$ cat src/hw/lcdc_pkg.sv
package lcdc_pkg;

  localparam int NUM_SEG_REG = 6;
  localparam int NUM_PIX_REG = 24;
  localparam int PIX_PER_COM = 6;
  localparam int NUM_COM = 4;
  localparam int NUM_SEG = 48;
  localparam int ADDR_W = 6;

  localparam logic [5:0] OFF_PIX0 = 6'h00;
  localparam logic [5:0] OFF_SEGEN0 = 6'h18;
  localparam logic [5:0] OFF_CTRL = 6'h1e;
  localparam logic [5:0] OFF_PHASE = 6'h1f;
  localparam logic [5:0] OFF_REGUL = 6'h20;
  localparam logic [5:0] OFF_IRQ_STAT = 6'h21;
  localparam logic [5:0] OFF_IRQ_MASK = 6'h22;

  localparam logic [7:0] RST_ZERO = 8'h00;
  localparam logic [7:0] RST_REGUL = 8'h3c;
  localparam logic [7:0] MASK_ALL = 8'hff;
  localparam logic [7:0] MASK_SEG32 = 8'h01;
  localparam logic [7:0] MASK_CTRL_WR = 8'hcf;
  localparam logic [7:0] MASK_PHASE_WR = 8'hcf;
  localparam logic [7:0] MASK_REGUL_WR = 8'h7f;
  localparam logic [1:0] MASK_IRQ = 2'h3;

  localparam int CTRL_WRITE_ERROR_FLAG_BIT = 5;
  localparam int IRQ_WRITE_ERROR_FLAG_BIT = 0;
  localparam int IRQ_FRAME_BIT = 1;

  localparam int POST_DIV_SYS = 8192;
  localparam int POST_DIV_SLOW = 32;
  localparam int PUMP_FAST_DIV = 256;

  typedef enum logic [1:0] {MUX_STATIC, MUX_HALF, MUX_THIRD, MUX_QUARTER} lcdc_mux_t;
  typedef enum logic [1:0] {PUMP_OFF, PUMP_TIMER, PUMP_FAST, PUMP_RC} lcdc_pump_t;
  typedef enum logic [1:0] {SRC_SYS, SRC_TIMER, SRC_RC_A, SRC_RC_B} lcdc_src_t;

  typedef struct packed {
    logic en;
    logic sleep_off;
    logic write_error_flag;
    logic rsvd;
    lcdc_src_t clk_src;
    lcdc_mux_t mux;
  } lcdc_ctrl_t;

  typedef struct packed {
    logic wave_b;
    logic bias_half;
    logic active;
    logic write_allow;
    logic [3:0] prescale;
  } lcdc_phase_t;

  typedef struct packed {
    logic rsvd;
    logic pump_en;
    logic [2:0] bias;
    logic mode13;
    lcdc_pump_t pump_sel;
  } lcdc_regul_t;

endpackage : lcdc_pkg

$ cat src/hw/lcdc_core.sv
// Our own choices: the address-and-strobe port and the register addresses.
`timescale 1ns/10ps
module lcdc_core #(
  parameter bit SMALL_VARIANT = 1'b0,
  parameter int POST_DIV_SYS = lcdc_pkg::POST_DIV_SYS,
  parameter int POST_DIV_SLOW = lcdc_pkg::POST_DIV_SLOW
) (
  input wire logic clk_i,
  input wire logic resetn_i,
  input wire logic [5:0] addr_i,
  input wire logic [7:0] wdata_i,
  input wire logic wr_i,
  input wire logic rd_i,
  output logic [7:0] rdata_o,
  input wire logic sleep_i,
  input wire logic low_speed_timer_osc_i,
  input wire logic internal_rc_osc_i,
  input wire logic fast_internal_osc_i,
  output logic [47:0] segment_enable_bit_o,
  output logic [47:0] seg_data_o,
  output logic [3:0] common_line_o,
  output logic display_active_o,
  output logic frame_tick_o,
  output logic pump_clk_o,
  output logic regulator_en_o,
  output logic irq_o
);

  logic [7:0] pix_r [lcdc_pkg::NUM_PIX_REG];
  logic [7:0] seg_r [lcdc_pkg::NUM_SEG_REG];
  lcdc_pkg::lcdc_ctrl_t ctrl_r;
  lcdc_pkg::lcdc_phase_t phase_r;
  lcdc_pkg::lcdc_regul_t regul_r;
  logic [1:0] irq_stat_r;
  logic [1:0] irq_mask_r;
  logic [7:0] rdata_r;
  logic [7:0] rdata_nxt;
  logic timer_q_r;
  logic rc_q_r;
  logic fast_q_r;
  logic [12:0] post_cnt_r;
  logic [3:0] pre_cnt_r;
  logic [1:0] com_idx_r;
  logic [1:0] com_nxt;
  logic [1:0] com_cur;
  logic [1:0] com_show;
  logic [3:0] common_line_r;
  logic [47:0] seg_data_r;
  logic frame_tick_r;
  logic [7:0] fast_div_r;
  logic pump_clk_r;

  logic active;
  logic timer_tick;
  logic rc_tick;
  logic fast_tick;
  logic src_tick;
  logic [12:0] post_limit;
  logic base_tick;
  logic step;
  logic frame_evt;
  logic write_allow;
  logic is_pix;
  logic is_seg;
  logic [4:0] pix_idx;
  logic [2:0] seg_idx;
  logic pix_wr;
  logic write_error_flag_evt;
  logic [4:0] pix_base;
  logic rd_stat;

  function automatic logic [7:0] pix_mask(input logic [4:0] idx);
    logic [4:0] pos;
    pos = 5'(idx % 5'd6);
    if (!SMALL_VARIANT) begin
      pix_mask = lcdc_pkg::MASK_ALL;
    end else if (pos == 5'd5) begin
      pix_mask = lcdc_pkg::RST_ZERO;
    end else if (pos == 5'd4) begin
      pix_mask = lcdc_pkg::MASK_SEG32;
    end else begin
      pix_mask = lcdc_pkg::MASK_ALL;
    end
  endfunction : pix_mask

  function automatic logic [7:0] seg_mask(input logic [2:0] idx);
    if (!SMALL_VARIANT) begin
      seg_mask = lcdc_pkg::MASK_ALL;
    end else if (idx == 3'd5) begin
      seg_mask = lcdc_pkg::RST_ZERO;
    end else if (idx == 3'd4) begin
      seg_mask = lcdc_pkg::MASK_SEG32;
    end else begin
      seg_mask = lcdc_pkg::MASK_ALL;
    end
  endfunction : seg_mask

  // Sleep stops the display only when the sleep-disable bit is set.
  assign active = ctrl_r.en && !(ctrl_r.sleep_off && sleep_i);

  assign is_pix = (addr_i >= lcdc_pkg::OFF_PIX0) &&
                  (addr_i < lcdc_pkg::OFF_PIX0 + 6'(lcdc_pkg::NUM_PIX_REG));
  assign is_seg = (addr_i >= lcdc_pkg::OFF_SEGEN0) &&
                  (addr_i < lcdc_pkg::OFF_SEGEN0 + 6'(lcdc_pkg::NUM_SEG_REG));
  assign pix_idx = 5'(addr_i - lcdc_pkg::OFF_PIX0);
  assign seg_idx = 3'(addr_i - lcdc_pkg::OFF_SEGEN0);
  assign rd_stat = rd_i && (addr_i == lcdc_pkg::OFF_IRQ_STAT);

  // Pixel data may not change in the cycle the commons advance, so that a
  // common never shows a half-updated row.
  assign write_allow = !(active && step);
  assign pix_wr = wr_i && is_pix && write_allow;
  assign write_error_flag_evt = wr_i && is_pix && !write_allow;

  // Clock sources are sampled levels; a rising edge is one source tick.
  assign timer_tick = low_speed_timer_osc_i && !timer_q_r;
  assign rc_tick = internal_rc_osc_i && !rc_q_r;
  assign fast_tick = fast_internal_osc_i && !fast_q_r;

  always_comb begin
    case (ctrl_r.clk_src)
      lcdc_pkg::SRC_SYS: src_tick = 1'b1;
      lcdc_pkg::SRC_TIMER: src_tick = timer_tick;
      default: src_tick = rc_tick;
    endcase
  end

  assign post_limit = (ctrl_r.clk_src == lcdc_pkg::SRC_SYS) ?
                      13'(POST_DIV_SYS - 1) : 13'(POST_DIV_SLOW - 1);
  assign base_tick = active && src_tick && (post_cnt_r >= post_limit);
  assign step = base_tick && (pre_cnt_r >= phase_r.prescale);
  // A common left beyond a newly narrowed mux range reads as common 0, so a
  // mode change lights a common that the new mode does not use for at most one cycle, from the registered common_line_r.
  assign com_cur = (com_idx_r > 2'(ctrl_r.mux)) ? 2'd0 : com_idx_r;
  assign com_nxt = (com_cur >= 2'(ctrl_r.mux)) ? 2'd0 : 2'(com_cur + 2'd1);
  assign com_show = step ? com_nxt : com_cur;
  assign frame_evt = step && (com_cur >= 2'(ctrl_r.mux));
  // Segment data is fetched for the common shown next, so both change on one edge.
  assign pix_base = 5'({3'b000, com_show} * 5'd6);

  always_ff @(posedge clk_i or negedge resetn_i) begin
    if (!resetn_i) begin
      timer_q_r <= 1'b0;
      rc_q_r <= 1'b0;
      fast_q_r <= 1'b0;
    end else begin
      timer_q_r <= low_speed_timer_osc_i;
      rc_q_r <= internal_rc_osc_i;
      fast_q_r <= fast_internal_osc_i;
    end
  end

  always_ff @(posedge clk_i or negedge resetn_i) begin
    if (!resetn_i) begin
      post_cnt_r <= 13'h0000;
    end else if (!active) begin
      post_cnt_r <= 13'h0000;
    end else if (src_tick) begin
      post_cnt_r <= (post_cnt_r >= post_limit) ? 13'h0000 : 13'(post_cnt_r + 13'h0001);
    end
  end

  always_ff @(posedge clk_i or negedge resetn_i) begin
    if (!resetn_i) begin
      pre_cnt_r <= 4'h0;
    end else if (!active) begin
      pre_cnt_r <= 4'h0;
    end else if (base_tick) begin
      pre_cnt_r <= step ? 4'h0 : 4'(pre_cnt_r + 4'h1);
    end
  end

  always_ff @(posedge clk_i or negedge resetn_i) begin
    if (!resetn_i) begin
      com_idx_r <= 2'd0;
      common_line_r <= 4'h0;
      frame_tick_r <= 1'b0;
    end else if (!active) begin
      com_idx_r <= 2'd0;
      common_line_r <= 4'h0;
      frame_tick_r <= 1'b0;
    end else begin
      frame_tick_r <= frame_evt;
      if (step) begin
        com_idx_r <= com_nxt;
      end
      common_line_r <= 4'(4'h1 << com_show);
    end
  end

  // One term per segment pin: dark only if the pin is a segment and the bit is set.
  for (genvar s = 0; s < lcdc_pkg::NUM_SEG; s++) begin : g_seg
    localparam int GRP = s / 8;
    localparam int BIT = s % 8;
    assign segment_enable_bit_o[s] = seg_r[GRP][BIT];
    always_ff @(posedge clk_i or negedge resetn_i) begin
      if (!resetn_i) begin
        seg_data_r[s] <= 1'b0;
      end else begin
        seg_data_r[s] <= active && seg_r[GRP][BIT] &&
                         pix_r[5'(pix_base + 5'(GRP))][BIT];
      end
    end
  end

  always_ff @(posedge clk_i or negedge resetn_i) begin
    if (!resetn_i) begin
      for (int i = 0; i < lcdc_pkg::NUM_PIX_REG; i++) begin
        pix_r[i] <= lcdc_pkg::RST_ZERO;
      end
    end else if (pix_wr) begin
      pix_r[pix_idx] <= wdata_i & pix_mask(pix_idx);
    end
  end

  always_ff @(posedge clk_i or negedge resetn_i) begin
    if (!resetn_i) begin
      for (int i = 0; i < lcdc_pkg::NUM_SEG_REG; i++) begin
        seg_r[i] <= lcdc_pkg::RST_ZERO;
      end
    end else if (wr_i && is_seg) begin
      seg_r[seg_idx] <= wdata_i & seg_mask(seg_idx);
    end
  end

  // The error flag can only be cleared by writing 0; a new error in the same
  // cycle keeps it set.
  always_ff @(posedge clk_i or negedge resetn_i) begin
    if (!resetn_i) begin
      ctrl_r <= lcdc_pkg::lcdc_ctrl_t'(lcdc_pkg::RST_ZERO);
    end else begin
      if (wr_i && addr_i == lcdc_pkg::OFF_CTRL) begin
        ctrl_r <= lcdc_pkg::lcdc_ctrl_t'((wdata_i & lcdc_pkg::MASK_CTRL_WR) |
                  {2'b00, ctrl_r.write_error_flag & wdata_i[lcdc_pkg::CTRL_WRITE_ERROR_FLAG_BIT], 5'b00000});
      end
      if (write_error_flag_evt) begin
        ctrl_r.write_error_flag <= 1'b1;
      end
    end
  end

  always_ff @(posedge clk_i or negedge resetn_i) begin
    if (!resetn_i) begin
      phase_r <= lcdc_pkg::lcdc_phase_t'(lcdc_pkg::RST_ZERO);
      regul_r <= lcdc_pkg::lcdc_regul_t'(lcdc_pkg::RST_REGUL);
    end else begin
      if (wr_i && addr_i == lcdc_pkg::OFF_PHASE) begin
        phase_r <= lcdc_pkg::lcdc_phase_t'(wdata_i & lcdc_pkg::MASK_PHASE_WR);
      end
      if (wr_i && addr_i == lcdc_pkg::OFF_REGUL) begin
        regul_r <= lcdc_pkg::lcdc_regul_t'(wdata_i & lcdc_pkg::MASK_REGUL_WR);
      end
    end
  end

  always_ff @(posedge clk_i or negedge resetn_i) begin
    if (!resetn_i) begin
      irq_stat_r <= 2'h0;
      irq_mask_r <= 2'h0;
    end else begin
      if (wr_i && addr_i == lcdc_pkg::OFF_IRQ_MASK) begin
        irq_mask_r <= wdata_i[1:0] & lcdc_pkg::MASK_IRQ;
      end
      irq_stat_r <= (rd_stat ? 2'h0 : irq_stat_r) | {frame_evt, write_error_flag_evt};
    end
  end

  // The pump branch runs apart from the frame timing, even when the display is off.
  always_ff @(posedge clk_i or negedge resetn_i) begin
    if (!resetn_i) begin
      fast_div_r <= 8'h00;
      pump_clk_r <= 1'b0;
    end else begin
      if (fast_tick) begin
        fast_div_r <= 8'(fast_div_r + 8'h01);
      end
      case (regul_r.pump_sel)
        lcdc_pkg::PUMP_RC: pump_clk_r <= internal_rc_osc_i;
        lcdc_pkg::PUMP_FAST: pump_clk_r <= fast_div_r[7];
        lcdc_pkg::PUMP_TIMER: pump_clk_r <= low_speed_timer_osc_i;
        default: pump_clk_r <= 1'b0;
      endcase
    end
  end

  always_comb begin
    rdata_nxt = lcdc_pkg::RST_ZERO;
    if (is_pix) begin
      rdata_nxt = pix_r[pix_idx];
    end else if (is_seg) begin
      rdata_nxt = seg_r[seg_idx];
    end else begin
      case (addr_i)
        lcdc_pkg::OFF_CTRL: rdata_nxt = ctrl_r;
        lcdc_pkg::OFF_PHASE: rdata_nxt = {phase_r.wave_b, phase_r.bias_half, active,
                                          write_allow, phase_r.prescale};
        lcdc_pkg::OFF_REGUL: rdata_nxt = regul_r;
        lcdc_pkg::OFF_IRQ_STAT: rdata_nxt = {6'h00, irq_stat_r};
        lcdc_pkg::OFF_IRQ_MASK: rdata_nxt = {6'h00, irq_mask_r};
        default: rdata_nxt = lcdc_pkg::RST_ZERO;
      endcase
    end
  end

  always_ff @(posedge clk_i or negedge resetn_i) begin
    if (!resetn_i) begin
      rdata_r <= lcdc_pkg::RST_ZERO;
    end else begin
      rdata_r <= rd_i ? rdata_nxt : lcdc_pkg::RST_ZERO;
    end
  end

  assign rdata_o = rdata_r;
  assign seg_data_o = seg_data_r;
  assign common_line_o = common_line_r;
  assign display_active_o = active;
  assign frame_tick_o = frame_tick_r;
  assign pump_clk_o = pump_clk_r;
  assign regulator_en_o = (regul_r.pump_sel != lcdc_pkg::PUMP_OFF);
  assign irq_o = |(irq_stat_r & irq_mask_r);

  // Helper counters that let the checks measure divider spacing.
  logic [13:0] gap_r;
  logic clean_r;
  always_ff @(posedge clk_i or negedge resetn_i) begin
    if (!resetn_i) begin
      gap_r <= 14'h0000;
      clean_r <= 1'b0;
    end else if (base_tick) begin
      gap_r <= 14'h0000;
      clean_r <= 1'b1;
    end else begin
      gap_r <= 14'(gap_r + 14'h0001);
      if (!active || (wr_i && addr_i == lcdc_pkg::OFF_CTRL)) begin
        clean_r <= 1'b0;
      end
    end
  end
endmodule : lcdc_core

$ cat config.mk
export PLATFORM = sky130hd
export DESIGN_NAME = lcdc_core
export DESIGN_NICKNAME = d
export VERILOG_FILES = /design/src/hw/lcdc_pkg.sv /design/src/hw/lcdc_core.sv
export SDC_FILE = /design/constraint.sdc
export NUM_CORES = 1
export LEC_CHECK = 0
export CAP_MARGIN = 30
export CORE_UTILIZATION = 45
export CTS_BUF_LIST = sky130_fd_sc_hd__clkbuf_4 sky130_fd_sc_hd__clkbuf_8 sky130_fd_sc_hd__clkbuf_16
export CTS_CLUSTER_DIAMETER = 50
export DETAILED_ROUTE_END_ITERATION = 10
export DONT_BUFFER_PORTS = 1
export PLACE_DENSITY = 0.67
export SETUP_SLACK_MARGIN = 0.15
export SLEW_MARGIN = 30
export SYNTH_ARGS = -nofsm -noshare
export SYNTH_HDL_FRONTEND = slang
export SYNTH_SLANG_ARGS = --single-unit
$ cat constraint.sdc
create_clock -name clk_i -period 10.92 [get_ports clk_i]
set_input_delay 2.184 -clock clk_i [delete_from_list [all_inputs] [get_ports clk_i]]
set_output_delay 2.184 -clock clk_i [all_outputs]
set_load 0.01 [all_outputs]
==> impl_metrics.env <==
export IMPL_crit_family="buffers and inverters"
export IMPL_busiest_layer="met1"
export IMPL_die_area_um2=47700
export IMPL_min_path_type="flip-flop to flip-flop"
export IMPL_syn_inst=1766
export IMPL_grt_max_degree=357
export IMPL_cts_sinks=356
export IMPL_fin_util_pct=49.9
export IMPL_cpPeakStageDelay_ns=0.89
export IMPL_cts_root_buf="clkbuf_16"
export IMPL_use_met3_pct=10.3
export IMPL_pin_count=135
export IMPL_r2r_slack_ns=4.85
export IMPL_end_kind="flip-flop"
export IMPL_gp_congestion=1.05
export IMPL_min_from="fast_div_r[6]$_DFFE_PN0P_"
export IMPL_syn_area_per_cell_um2=11.9
export IMPL_ys_seq_area_share_pct=42.3
export IMPL_cts_setup_buffers=0
export IMPL_hold_violations=0
export IMPL_async_flop_share_pct=100
export IMPL_h_tree_depth=2
export IMPL_gr_total_overflow=0
export IMPL_grt_use_met1_pct=43.1
export IMPL_post_route_period_util_pct=57.9
export IMPL_numCtsBuffers=42
export IMPL_ys_top_cells_by_count="352 x dfrtp_1, 326 x mux2_2, 208 x nand2_1"
export IMPL_ant_nets=0
export IMPL_placedCellCount=2248
export IMPL_holdWs_ns=0.473
export IMPL_clk_insertion_delay_late_ns=0.59
export IMPL_die_h_um=218
export IMPL_wl_per_cell_um=31.0
export IMPL_drc=0
export IMPL_num_antenna_cells=0
export IMPL_grt_use_total_pct=30.6
export IMPL_ys_flop_type="dfrtp_1"
export IMPL_required_ns=11.40
export IMPL_postCtsHoldBufs=0
export IMPL_fin_ws_ns=4.60
export IMPL_grt_use_met2_pct=42.8
export IMPL_worstPathCellList="nand2_1 -> nand2_1 -> inv_1 -> and2_1 -> o311ai_4 -> mux2i_4 -> buf_4 -> ha_2 -> buf_4 -> and2_1 -> buf_4 -> nand2_1 -> mux2_2 -> o211a_1 -> a211oi_2"
export IMPL_netlist_top_cell_by_area="dfrtp_1"
export IMPL_reg2reg_to="seg_data_o[30]$_DFF_PN0_"
export IMPL_p_per_area_nw_per_um2=154
export IMPL_ys_ff_latch=356
export IMPL_rows=78
export IMPL_cts_path_max_buffers=3
export IMPL_drt_first_pass_iters=7
export IMPL_yosysUniqueCellTypes=61
export IMPL_drive_above_1_share_pct=33.6
export IMPL_tritoncts="built"
export IMPL_r2r_cells=19
export IMPL_path_max_fanout=34
export IMPL_synth_area_leaders="dfrtp_1 42%, mux2_2 17%, mux4_2 11%"
export IMPL_grt_pass1_wl_um=107000
export IMPL_worstReg2RegStart="ctrl_r[1]$_DFFE_PN0P_"
export IMPL_hold_end="fast_div_r[6]$_DFFE_PN0P_"
export IMPL_fp_dieW_um=218
export IMPL_setup_worst_path_class="primary input to flip-flop"
export IMPL_num_vias=15900
export IMPL_rsz0062_at_grt="no"
export IMPL_start_util_pct=46.1
export IMPL_worst_pin_slew_ns=1.04
export IMPL_finalMaxSlewViolations=0
export IMPL_relSlewSlack_pct=30.9
export IMPL_finalSetupViolations=0
export IMPL_ctsResizeCount=0
export IMPL_synth_net_count=1813
export IMPL_nNetsFinal=1739
export IMPL_grt_pass1_vias=15300
export IMPL_clk_pin_slew_ns=0.06
export IMPL_wl_um=72100
export IMPL_path_buf_inv=4
export IMPL_peakVddDrop_v=0.000125
export IMPL_finalClockSkew_ns=0.0317
export IMPL_critPathSlowestCell="ha_2"
export IMPL_status="complete, no violations"
export IMPL_critPathArrivalTime_ns=6.80
export IMPL_min_period_ns=6.32
export IMPL_final_cells=2325
export IMPL_yosysTopAreaCellShare_pct=41.8
export IMPL_yosysWarnings=0
export IMPL_fmaxAchievable_mhz=158
export IMPL_power_leakage_uw=0.00984
export IMPL_core_area_um2=45800
export IMPL_post_place_ws_ns=4.15
export IMPL_critPathLaunchType="primary input"
export IMPL_synth_edf_count=0
export IMPL_synth_most_common_cell="dfrtp_1"
export IMPL_syn_to_final_growth_pct=8.30
export IMPL_tns_ns=0
export IMPL_antenna_found_initial=0
export IMPL_cap_violations=0
export IMPL_viasPerCell=6.85
export IMPL_syn_cell_area_um2=21100
export IMPL_hpwl_um=49500
export IMPL_worstHoldPathCells=1
export IMPL_io_buffers=0
export IMPL_first_iter_violations=1929
## worst max-delay path by stage
stage,startpoint,to,slack (ns),cells past startpoint
floorplan,sleep_i,seg_data_o[0]$_DFF_PN0_,5.23,18
global placement,internal_rc_osc_i,seg_data_o[47]$_DFF_PN0_,4.06,14
detailed placement,sleep_i,seg_data_o[20]$_DFF_PN0_,4.15,15
CTS,sleep_i,seg_data_o[30]$_DFF_PN0_,4.74,15
global route,sleep_i,seg_data_o[27]$_DFF_PN0_,4.35,15
finish,sleep_i,seg_data_o[30]$_DFF_PN0_,4.60,15
## sequential cells by signal (all words and copies together) (netlist names), 7 cells and up
| register | flops |
|---|---|
| post_cnt_r | 13 |
| ctrl_r | 7 |
| regul_r | 7 |
| seg_data_o | 48 |
| rdata_o | 8 |
| fast_div_r | 8 |
| segment_enable_bit_o | 48 |
| pix_r | 192 |
## layer usage
metal,vias up,part of all wire (%)
met3,167,12
met5,-,0
li1,6487,-
met1,8274,41
met2,988,42
met4,0,4.5
## cell families (layout without fill, tap and decap cells)
kind of cell,count (synthesis),count (layout),share of synthesized area (%)
multiplexers,557,557,34.7
flip-flops,356,356,42.3
AND/OR/NAND/NOR,426,426,9.47
XOR/XNOR,9,9,0.374
buffers and inverters,159,118,3.46
AO/OA/AOI/OAI,234,234,8.27
adder cells (fa/ha/maj),25,25,1.48
## layout make-up
| cell class | count | area [µm²] |
|---|---|---|
| clock buffer | 55 | 1200 |
| clock inverter | 22 | 244 |
| fill | 3948 | 22900 |
| inverter | 24 | 92.6 |
| multi-input combinational | 1251 | 11500 |
| sequential | 356 | 8910 |
| tap | 600 | 751 |
| timing repair buffer | 17 | 140 |
## per-stage QoR
stage	power [µW]	instance area, µm²
floorplan	1920	21100
global placement	2050	21400
detailed placement	2060	21400
CTS	3520	22800
global route	3630	22800
finish	3520	22800
## power breakdown
part	internal [µW]	switching (µW)
sequential	1450	198
combinational	229	189
clock	859	599
total	2540	985
## layout by cell type (no fill, tap or decap), types with 7 or more instances in the layout
| master | count |
|---|---|
| nor2b_1 | 8 |
| clkbuf_16 | 43 |
| nor3_1 | 11 |
| mux2_2 | 326 |
| o211a_1 | 14 |
| nand3_1 | 31 |
| o221ai_1 | 16 |
| a31oi_1 | 9 |
| nor2_2 | 12 |
| ha_1 | 24 |
| o221a_2 | 14 |
| o22ai_1 | 14 |
| and3_1 | 18 |
| nor2_1 | 70 |
| nand2_1 | 208 |
| mux4_2 | 105 |
| a211oi_2 | 8 |
| dfrtp_1 | 352 |
| a221oi_1 | 22 |
| o21ai_0 | 42 |
| mux2i_1 | 125 |
| a22oi_1 | 18 |
| inv_1 | 23 |
| a21oi_1 | 41 |
| buf_4 | 16 |
| and4_1 | 17 |
| nand2b_1 | 13 |
| and2_1 | 9 |
| a211oi_1 | 7 |
Note: power is estimated with default switching activity, not from simulation.
